<file path="config.mk">
export PLATFORM = sky130hd
export DESIGN_NAME = pmisf_top
export DESIGN_NICKNAME = d
export VERILOG_FILES = /design/src/pmisf_pkg.sv /design/src/pmisf_flag_bank.sv /design/src/pmisf_read_port.sv /design/src/pmisf_top.sv
export SDC_FILE = /design/constraint.sdc
export NUM_CORES = 1
export LEC_CHECK = 0
export ABC_AREA = 1
export BUFFER_PORTS_ARGS = -buffer_cell sky130_fd_sc_hd__clkbuf_2
export CAP_MARGIN = 20
export CORE_ASPECT_RATIO = 2
export CORE_MARGIN = 2
export CORE_UTILIZATION = 30
export CTS_CLUSTER_SIZE = 16
export DETAILED_ROUTE_END_ITERATION = 10
export PLACE_DENSITY = 0.54
export REMOVE_ABC_BUFFERS = 1
export SETUP_SLACK_MARGIN = 0.3
export SLEW_MARGIN = 20
export SYNTH_ARGS = -nofsm -noshare
export SYNTH_HDL_FRONTEND = slang
export SYNTH_SLANG_ARGS = --single-unit
export TNS_END_PERCENT = 1
</file>
<file path="constraint.sdc">
create_clock -name clock -period 1.1 [get_ports clock]
set_clock_uncertainty 0.2 [all_clocks]
set_input_delay 0.11 -clock clock [delete_from_list [all_inputs] [get_ports clock]]
set_output_delay 0.11 -clock clock [all_outputs]
set_load 0.005 [all_outputs]
</file>
<file path="src/pmisf_pkg.sv">
// shared constants for the interrupt status flag block
package pmisf_pkg;

  // register geometry
  localparam int REG_W = 16;
  localparam int ADDR_W = 8;
  localparam logic [REG_W-1:0] FLAGS_RESET = 16'h0000;

  // register offsets on the control interface
  localparam logic [ADDR_W-1:0] SYSTEM_FAULT_FLAGS_ADDR = 8'h1a;
  localparam logic [ADDR_W-1:0] UNDERVOLTAGE_FLAGS_ADDR = 8'h1c;
  localparam logic [ADDR_W-1:0] OVERCURRENT_FLAGS_ADDR = 8'h1d;
  localparam logic [ADDR_W-1:0] PIN_EVENT_FLAGS_ADDR = 8'h1e;

  // clear strobe index per register
  localparam int NUM_REGS = 4;
  localparam int SEL_SYS = 0;
  localparam int SEL_UV = 1;
  localparam int SEL_OC = 2;
  localparam int SEL_PIN = 3;

  // system fault register fields (tail only)
  localparam int SYS_N = 4;
  localparam int WATCHDOG_EXPIRY_BIT = 0;
  localparam int HOT_DIE_BIT = 1;
  localparam int WARM_DIE_BIT = 2;
  localparam int BROWNOUT_BIT = 3;

  // under-voltage register fields
  localparam int CONV_N = 6;
  localparam int CONV_LSB = 0;
  localparam int LINREG_N = 4;
  localparam int LINREG_LSB = 8;

  // over-current register field
  localparam int OC_N = 1;
  localparam int CURRENT_LIMIT_BIT = 15;

  // pin event register field, pin n at bit n
  localparam int PIN_N = 13;
  localparam int PIN_LSB = 0;

endpackage : pmisf_pkg

</file>
<file path="src/pmisf_flag_bank.sv">
// bank of sticky flags, set by source events and cleared by a host read
module pmisf_flag_bank #(
  parameter int WIDTH = 4,
  parameter bit RISING_EDGE = 1'b1
) (
  // clock and reset
  input wire logic clock,
  input wire logic reset_n,
  input wire logic clk_en,
  // event sources and clearing read
  input wire logic [WIDTH-1:0] source,
  input wire logic clear,
  // captured flags
  output logic [WIDTH-1:0] flag,
  output logic [WIDTH-1:0] set
);

  logic [WIDTH-1:0] prev;
  logic [WIDTH-1:0] next_prev;
  logic [WIDTH-1:0] next_flag;

  // per-bit set term: rising edge of the source, or the qualified source itself
  for (genvar i = 0; i < WIDTH; i++) begin : g_set
    if (RISING_EDGE) begin : g_edge
      assign set[i] = clk_en & source[i] & ~prev[i];
    end else begin : g_level
      assign set[i] = clk_en & source[i];
    end
  end

  // set wins over the clearing read so no event is lost
  always_comb begin
    next_prev = prev;
    next_flag = flag;
    if (clk_en) begin
      next_prev = source;
      next_flag = (flag & ~{WIDTH{clear}}) | set; // RQ5 RQ11
    end
  end

  // registers, all zero after reset
  always_ff @(posedge clock or negedge reset_n) begin
    if (!reset_n) begin
      prev <= '0;
      flag <= '0; // RQ12
    end else begin
      prev <= next_prev;
      flag <= next_flag;
    end
  end

endmodule : pmisf_flag_bank

</file>
<file path="src/pmisf_read_port.sv">
// register read decode, read data capture and clear-on-read strobes
module pmisf_read_port (
  // clock and reset
  input wire logic clock,
  input wire logic reset_n,
  input wire logic clk_en,
  // host read request
  input wire logic rd_en,
  input wire logic [pmisf_pkg::ADDR_W-1:0] rd_addr,
  // register images
  input wire logic [pmisf_pkg::REG_W-1:0] sys_word,
  input wire logic [pmisf_pkg::REG_W-1:0] uv_word,
  input wire logic [pmisf_pkg::REG_W-1:0] oc_word,
  input wire logic [pmisf_pkg::REG_W-1:0] pin_word,
  // answer and clear strobes
  output logic [pmisf_pkg::REG_W-1:0] rd_data,
  output logic rd_valid,
  output logic [pmisf_pkg::NUM_REGS-1:0] clear
);

  logic [pmisf_pkg::REG_W-1:0] sel_word;
  logic [pmisf_pkg::REG_W-1:0] next_rd_data;
  logic next_rd_valid;

  // address decode; unmapped addresses read zero and clear nothing
  always_comb begin
    sel_word = '0;
    clear = '0;
    unique case (rd_addr)
      pmisf_pkg::SYSTEM_FAULT_FLAGS_ADDR: begin
        sel_word = sys_word;
        clear[pmisf_pkg::SEL_SYS] = rd_en & clk_en;
      end
      pmisf_pkg::UNDERVOLTAGE_FLAGS_ADDR: begin
        sel_word = uv_word;
        clear[pmisf_pkg::SEL_UV] = rd_en & clk_en;
      end
      pmisf_pkg::OVERCURRENT_FLAGS_ADDR: begin
        sel_word = oc_word;
        clear[pmisf_pkg::SEL_OC] = rd_en & clk_en;
      end
      pmisf_pkg::PIN_EVENT_FLAGS_ADDR: begin
        sel_word = pin_word;
        clear[pmisf_pkg::SEL_PIN] = rd_en & clk_en;
      end
      default: begin
        sel_word = '0;
      end
    endcase
  end

  // read data is held until the next read, valid pulses one cycle
  always_comb begin
    next_rd_data = rd_data;
    next_rd_valid = rd_valid;
    if (clk_en) begin
      next_rd_valid = rd_en;
      if (rd_en) begin
        next_rd_data = sel_word;
      end
    end
  end

  // answer registers
  always_ff @(posedge clock or negedge reset_n) begin
    if (!reset_n) begin
      rd_data <= pmisf_pkg::FLAGS_RESET;
      rd_valid <= 1'b0;
    end else begin
      rd_data <= next_rd_data;
      rd_valid <= next_rd_valid;
    end
  end

endmodule : pmisf_read_port

</file>
<file path="src/pmisf_top.sv">
// sticky clear-on-read interrupt status flags: system fault, under-voltage,
// over-current and pin event registers
// Function
// RQ1 - brownout_flag, bit 3 of system fault, set on comparator rising edge
// RQ2 - warm_die_flag, bit 2, set on rising edge of over-115C indication
// RQ3 - hot_die_flag, bit 1, set on rising edge of over-140C indication
// RQ4 - watchdog_expiry_flag, bit 0, set on watchdog timeout rising edge
// RQ5 - flags stay set until the host reads their register
// RQ6 - linear regulator 1 to 4 under-voltage edges set bits 8 to 11
// RQ7 - converter 1 to 6 under-voltage edges set bits 0 to 5
// RQ8 - current_limit_flag, bit 15 of over-current, set on rising edge
// RQ9 - pin event register: pin n at bit n, pins 0 to 12
// RQ10 - pin trigger condition comes qualified from per-pin configuration logic
// RQ11 - unused bits read zero; event during clearing read keeps flag set
// RQ12 - all flags zero after reset; set only by events, cleared only by reads
module pmisf_top (
  // clock, reset and clock enable
  input wire logic clock,
  input wire logic reset_n,
  input wire logic clk_en,
  // system fault sources, levels
  input wire logic brownout_level,
  input wire logic die_over_115,
  input wire logic die_over_140,
  input wire logic watchdog_timeout,
  // regulator sources, levels
  input wire logic [pmisf_pkg::LINREG_N-1:0] linreg_undervolt,
  input wire logic [pmisf_pkg::CONV_N-1:0] conv_undervolt,
  input wire logic current_limit_overcurrent,
  // pin trigger events, already qualified by per-pin configuration
  input wire logic [pmisf_pkg::PIN_N-1:0] pin_trigger,
  // host read port
  input wire logic rd_en,
  input wire logic [pmisf_pkg::ADDR_W-1:0] rd_addr,
  output logic [pmisf_pkg::REG_W-1:0] rd_data,
  output logic rd_valid,
  // live register images for the interrupt gating logic
  output logic [pmisf_pkg::REG_W-1:0] system_fault_flags,
  output logic [pmisf_pkg::REG_W-1:0] undervoltage_flags,
  output logic [pmisf_pkg::REG_W-1:0] overcurrent_flags,
  output logic [pmisf_pkg::REG_W-1:0] pin_event_flags
);

  logic [pmisf_pkg::NUM_REGS-1:0] clear;
  logic [pmisf_pkg::SYS_N-1:0] sys_src;
  logic [pmisf_pkg::SYS_N-1:0] sys_flag;
  logic [pmisf_pkg::SYS_N-1:0] sys_set;
  logic [pmisf_pkg::LINREG_N+pmisf_pkg::CONV_N-1:0] uv_src;
  logic [pmisf_pkg::LINREG_N+pmisf_pkg::CONV_N-1:0] uv_flag;
  logic [pmisf_pkg::LINREG_N+pmisf_pkg::CONV_N-1:0] uv_set;
  logic [pmisf_pkg::OC_N-1:0] oc_flag;
  logic [pmisf_pkg::OC_N-1:0] oc_set;
  logic [pmisf_pkg::PIN_N-1:0] pin_flag;
  logic [pmisf_pkg::PIN_N-1:0] pin_set;

  // gather system fault sources in bit order
  always_comb begin
    sys_src = '0;
    sys_src[pmisf_pkg::BROWNOUT_BIT] = brownout_level; // RQ1
    sys_src[pmisf_pkg::WARM_DIE_BIT] = die_over_115; // RQ2
    sys_src[pmisf_pkg::HOT_DIE_BIT] = die_over_140; // RQ3
    sys_src[pmisf_pkg::WATCHDOG_EXPIRY_BIT] = watchdog_timeout; // RQ4
  end

  // under-voltage sources: converters low, linear regulators high
  assign uv_src = {linreg_undervolt, conv_undervolt}; // RQ6 RQ7

  // system fault flags, rising edge captured
  pmisf_flag_bank #(
    .WIDTH(pmisf_pkg::SYS_N),
    .RISING_EDGE(1'b1)
  ) u_sys (
    .clock(clock),
    .reset_n(reset_n),
    .clk_en(clk_en),
    .source(sys_src),
    .clear(clear[pmisf_pkg::SEL_SYS]),
    .flag(sys_flag),
    .set(sys_set)
  );

  // regulator under-voltage flags, rising edge captured
  pmisf_flag_bank #(
    .WIDTH(pmisf_pkg::LINREG_N + pmisf_pkg::CONV_N),
    .RISING_EDGE(1'b1)
  ) u_uv (
    .clock(clock),
    .reset_n(reset_n),
    .clk_en(clk_en),
    .source(uv_src),
    .clear(clear[pmisf_pkg::SEL_UV]),
    .flag(uv_flag),
    .set(uv_set)
  );

  // current limit switch over-current flag, rising edge captured
  pmisf_flag_bank #(
    .WIDTH(pmisf_pkg::OC_N),
    .RISING_EDGE(1'b1)
  ) u_oc (
    .clock(clock),
    .reset_n(reset_n),
    .clk_en(clk_en),
    .source(current_limit_overcurrent), // RQ8
    .clear(clear[pmisf_pkg::SEL_OC]),
    .flag(oc_flag),
    .set(oc_set)
  );

  // pin event flags; trigger already qualified so every asserted cycle sets
  pmisf_flag_bank #(
    .WIDTH(pmisf_pkg::PIN_N),
    .RISING_EDGE(1'b0)
  ) u_pin (
    .clock(clock),
    .reset_n(reset_n),
    .clk_en(clk_en),
    .source(pin_trigger), // RQ10
    .clear(clear[pmisf_pkg::SEL_PIN]),
    .flag(pin_flag),
    .set(pin_set)
  );

  // register images; undocumented bit positions stay zero
  always_comb begin
    system_fault_flags = pmisf_pkg::FLAGS_RESET; // RQ11
    undervoltage_flags = pmisf_pkg::FLAGS_RESET;
    overcurrent_flags = pmisf_pkg::FLAGS_RESET;
    pin_event_flags = pmisf_pkg::FLAGS_RESET;
    system_fault_flags[pmisf_pkg::SYS_N-1:0] = sys_flag;
    undervoltage_flags[pmisf_pkg::CONV_LSB +: pmisf_pkg::CONV_N] =
      uv_flag[pmisf_pkg::CONV_N-1:0]; // RQ7
    undervoltage_flags[pmisf_pkg::LINREG_LSB +: pmisf_pkg::LINREG_N] =
      uv_flag[pmisf_pkg::CONV_N +: pmisf_pkg::LINREG_N]; // RQ6
    overcurrent_flags[pmisf_pkg::CURRENT_LIMIT_BIT] = oc_flag[0]; // RQ8
    pin_event_flags[pmisf_pkg::PIN_LSB +: pmisf_pkg::PIN_N] = pin_flag; // RQ9
  end

  // host read and clear-on-read strobes
  pmisf_read_port u_read (
    .clock(clock),
    .reset_n(reset_n),
    .clk_en(clk_en),
    .rd_en(rd_en),
    .rd_addr(rd_addr),
    .sys_word(system_fault_flags),
    .uv_word(undervoltage_flags),
    .oc_word(overcurrent_flags),
    .pin_word(pin_event_flags),
    .rd_data(rd_data),
    .rd_valid(rd_valid),
    .clear(clear) // RQ5
  );
endmodule : pmisf_top

</file>
# == Word level (Yosys, flattened, before mapping) ==
# Cells that the tools add are included.
# W data, S select, Z words.
# classes
eq_ne,4
mux,5
bitwise,71
n_reduce_logical,1
# op_table
op,n
$pmux W16 S4,1
$and A1 B1 Y1,45
$eq A8 B5 Y1 const B,4
$not A1 Y1,16
$and A13 B13 Y13,1
$not A13 Y13,1
$or A13 B13 Y13,1
$and A10 B10 Y10,1
$not A10 Y10,1
$or A10 B10 Y10,1
$and A4 B4 Y4,1
$mux W1,4
$not A4 Y4,1
$or A4 B4 Y4,1
$reduce_and A2 Y1,1
$or A1 B1 Y1,1
# totals
ff_bits,60
input_bits,40
out_inout_bits,81
wordCells,90

# == Depth between registers and ports, before layout ==
# depth
word_depth,5
mapped_depth,8

# == Cells and area by module ==
# Synthesis repeated with hierarchy kept, for this count alone.
# unflattened
cells_unflattened,453
hier_area_um2,3413.3
# modules_own_cells
mod,n_inst,cells_each,area_each_um2,seq_area_each_um2
pmisf_read_port,1,205,1325.0,425.4
pmisf_flag_bank (u_uv),1,94,833.3,500.5
pmisf_flag_bank (u_pin),1,68,545.5,325.3
pmisf_flag_bank (u_sys),1,38,345.3,200.2
pmisf_top,1,38,281.5,0.0
pmisf_flag_bank (u_oc),1,10,82.6,50.0

# == Least setup slack after synthesis ==
# OpenSTA, ideal clock, no wires.
# synth_path
kind,in2reg
from,input rd_addr[5] (netlist bit)
to,register u_sys.flag[0]
setup_time_ns,0.125
t_arrival_ns,0.788
path_slack_ns,-0.014
cell_stages,7
cell_sequence,inv_1 > nand2_1 > nor2_2 > buf_4 > nand2_1 > o21ai_0 > o21ai_1
# synth_between
elab_chain_len,5
# synth_lines
item,line_no,text
start: declaration,pmisf_top.sv:34,"input wire logic [pmisf_pkg::ADDR_W-1:0] rd_addr,"
$eq A8 B5 Y1,pmisf_read_port.sv:29,unique case (rd_addr)
$mux W1,pmisf_read_port.sv:29,
$not A4 Y4,pmisf_flag_bank.sv:37,next_flag = (flag & ~{WIDTH{clear}}) | set;
$and A4 B4 Y4,pmisf_flag_bank.sv:37,
$or A4 B4 Y4,pmisf_flag_bank.sv:37,
end signal: assignment,pmisf_flag_bank.sv:48,flag <= next_flag;
end: declaration,pmisf_flag_bank.sv:14,"output logic [WIDTH-1:0] flag,"
# Every way passes these cells.
# A chain may end at the register's enable or synchronous reset.

# == Worst setup path after layout ==
# layout_path
from,register u_sys.flag[2]
to,output system_fault_flags[2] (netlist bit)
# layout_rtl
item,line_no,text
end: declaration,pmisf_top.sv:38,"output logic [pmisf_pkg::REG_W-1:0] system_fault_flags,"
# No word-level cell between the ends.

==> impl_summary.log <==
INFO  metric max_cap_viol_count = 0
INFO  metric final.setup.tns = -1.73 ns
INFO  metric dp_slack = -0.288 ns
INFO  metric grt_remaining_overflow = 0
INFO  metric critical_path_s_largest_stage_delay = 0.40 ns
INFO  metric fp.dieW = 71.1 um
INFO  metric grt_start_max_net_pins = 59
INFO  metric detail-route-antenna-nets = 0
INFO  metric maximum_clock_frequency = 0.857 GHz
INFO  metric remaining_drc_errors = 0
INFO  metric timing.setup.critical_path_class = flip-flop to output port
INFO  metric clock_period_minus_worst_slack = about 1.2 ns
INFO  metric total_setup_violations_reported_at_the_end_of_the_flow = 44
INFO  metric setup_repair_after_global_routing_missed_its_margin = true
INFO  metric initial_core_util = 30.4%
INFO  metric crit_slowest_cell = dfrtp_1
INFO  metric gp_congestion = 0.795
INFO  metric first_iter_violations = 160
INFO  metric die-area = 9820 sq um
INFO  metric synth_area = 2700 sq um
INFO  metric synth_compound_gate_area_share = 6.95%
INFO  metric power.leakage = 2.01 nW
INFO  metric hpwlAfterDp = approximately 5600 um
INFO  metric timing.critical_path.max_delay_family = flip-flops
INFO  metric path_clk_slew = 0.05 ns
INFO  metric reg2regPathDepth = 5
INFO  metric wire_length_of_the_first_global_routing_pass = 11,800 um
INFO  metric ir_drop = 0.000706 V
INFO  metric yosys.area_share.xor_xnor = 0%
INFO  metric numCtsBuffers = 9
INFO  metric status = finished, violations left
INFO  metric critical_path_depth = 1
INFO  metric synthesis.yosys.warnings = 0
INFO  metric netlist_instances = 319
INFO  metric detail_route.vias_per_cell = around 4.5
INFO  metric clk_latency = approximately 0.33 ns
INFO  metric report.final.hold_viol_count = 102
INFO  metric clock_buffer_depth = 2
INFO  metric wire_per_inst = 13.7 um
INFO  metric hold_class = input pin to async pin
INFO  metric cells_along_the_critical_path = clkbuf_2
INFO  metric buffers_and_inverters_on_the_worst_path = 1
INFO  metric finalCritPeriodShare = 106%
INFO  metric yosysUniqueCellTypes = 18
INFO  metric chipHeight = 138 um
INFO  metric synth-simple-area-share = 23.3%
INFO  metric postLayoutCellArea = 3660 sq um
INFO  metric timing.hold.ws = -0.438 ns
INFO  metric timing.critical_path.required = 0.79 ns
INFO  metric number_of_sinks_driven_by_the_clock_tree = between 50 and 60
INFO  metric synth_adder_area_share = 0%
INFO  metric worst_setup_path_end_kind = output port
INFO  metric post_route_cells_drive_above_1_share = between 30% and 40%
INFO  metric fp-row-count = 49
INFO  metric fp.coreArea = slightly below 9000 sq um
INFO  metric insertedDiodeCount = 0
INFO  metric area.growth.synth_to_final = 35.8%
INFO  metric globalRouteTotalUtil = 16.0%
INFO  metric setup.worst_path.start_class = flip-flop
INFO  metric place_area = ~3200 sq um
INFO  metric cts_tree = built
INFO  metric timing.final.max_slew_violations = 0
INFO  metric synthMuxAreaShare = 0%
INFO  metric setup_slack = -0.0666 ns
INFO  metric nNetsFinal = around 470
INFO  metric crit_fanout = 3
INFO  metric ios = around 120
INFO  metric routed-via-count = between 2,000 and 2,500
INFO  metric power_per_standard_cell_area = 1420 nW/um^2
INFO  metric dr.pass1.iters = 4
INFO  metric synth.ff_latch_count = 58
INFO  metric cts.htree.levels = 3
INFO  metric combinational_family_with_the_most_area_after_synthesis = simple AND/OR/NAND/NOR gates
INFO  metric synth-seq-area-share = between 50% and 60%
INFO  metric routed_wirelength = 7270 um
INFO  metric grt_pass1_vias = around 2,400
INFO  metric placement.io_buffers = slightly above 80
INFO  metric worstPathArrival = 0.86 ns
INFO  metric antenna_found_initial = 0
INFO  metric post_synth.cell_area_avg = 8.46 sq um
INFO  metric cts_root_buf = clkbuf_16
INFO  metric failing_checks = negative hold slack, negative setup slack
==> metrics by stage <==
stage / power, mW / hold WS [ns] / std cells / util, %
after detailed placement: 2.65 / -0.0618 / 508 / 35.9
after floorplan: 2.41 / -0.386 / 305 / -
final: 5.22 / -0.438 / 532 / 41.2
after global routing: 5.46 / -0.386 / 532 / 41.2
after CTS: 5.27 / -0.411 / 532 / 40.6
after global placement: 2.64 / -0.0632 / 508 / 35.9
==> layout make-up <==
class / count / area, sq um
clock inverters: 2 / 10.0
clock buffers: 14 / 274
repair buffers: 109 / 678
flip-flops and latches: 58 / 1450
well taps: 102 / 128
inverters: 19 / 76.3
fillers: 906 / 5230
multi-input cells: 228 / 1050
==> synth_stat cells <==
| library cell | number | share of area [%] |
|---|---|---|
| nand2_1 | 121 | 17 |
| dfrtp_1 | 58 | 54 |
| buf_4 | 40 | 11 |
| nand3_1 | 24 | 4.5 |
| o21ai_1 | 20 | 3.7 |
| inv_1 | 17 | 2.4 |
| o21ai_0 | 10 | 1.9 |
| o22ai_1 | 6 | 1.4 |
| buf_2 | 5 | 0.93 |
| clkbuf_1 | 5 | 0.70 |
| nand2_2 | 3 | 0.70 |
| inv_2 | 2 | 0.28 |
| nor2_1 | 2 | 0.28 |
| nor2_2 | 2 | 0.46 |
| buf_6 | 1 | 0.42 |
| conb_1 | 1 | 0.14 |
| nor2_4 | 1 | 0.42 |
| nor3_1 | 1 | 0.19 |
==> where the power goes <==
group | internal, mW | switching [mW] | total, mW
Clock | 1.70 | 0.889 | 2.58
Sequential | 2.20 | 0.0360 | 2.24
Combinational | 0.147 | 0.247 | 0.394
==> sequential cells by signal (all words and copies together), names as in the netlist <==
name             cells
u_read.rd_data      14
u_sys.flag           4
u_uv.flag           10
u_pin.flag          13
u_read.rd_valid      1
u_sys.prev           4
u_oc.flag            1
u_uv.prev           10
u_oc.prev            1
==> path summary, 6_finish.rpt <==
check	slack [ns]	end	from
setup / recovery	-0.07	system_fault_flags[2]	u_sys.flag[2]
hold reg to reg	0.24	u_uv.flag[1]	u_uv.prev[1]
hold / removal	-0.44	u_read.rd_data[15]	reset_n
min in group clock	-0.21	u_pin.flag[0]	pin_trigger[0]
max in group asynchronous	0.84	u_uv.prev[5]	reset_n
setup reg to reg	0	u_read.rd_data[0]	u_sys.flag[0]
==> per-layer routing <==
layer	vias to the layer above	GRT usage [%]	routed length [um]
li1	1147	-	-
met1	1120	15.7	2510
met2	101	29.3	4090
met3	11	4.30	446
met4	0	8.64	212
met5	-	0	0
==> what timing repair did <==
| item | CTS | global route |
|---|---|---|
| pin swaps | 16 | 29 |
| setup endpoints to repair | 90 | 101 |
| resized for setup | 27 | 17 |
| endpoints found under the hold margin | 102 | 102 |
| setup buffers | 8 | 0 |
==> cells in the final DEF, fill, tap and decap left out, drive strengths merged <==
cell type,synthesis,final
o21ai,30,30
inv,19,19
nor2,5,5
clkbuf,5,95
conb,1,38
nor3,1,1
buf,46,28
nand3,24,24
dfrtp,58,58
o22ai,6,6
clkinv,0,2
nand2,124,124
==> cells by family (layout without fill, tap and decap cells) <==
logic type | Yosys count | in the layout
AO/OA/AOI/OAI | 36 | 36
buffers and inverters | 70 | 144
flip-flops | 58 | 58
other | 1 | 38
AND/OR/NAND/NOR | 154 | 154
No activity file was read; power rests on OpenSTA's default activity.
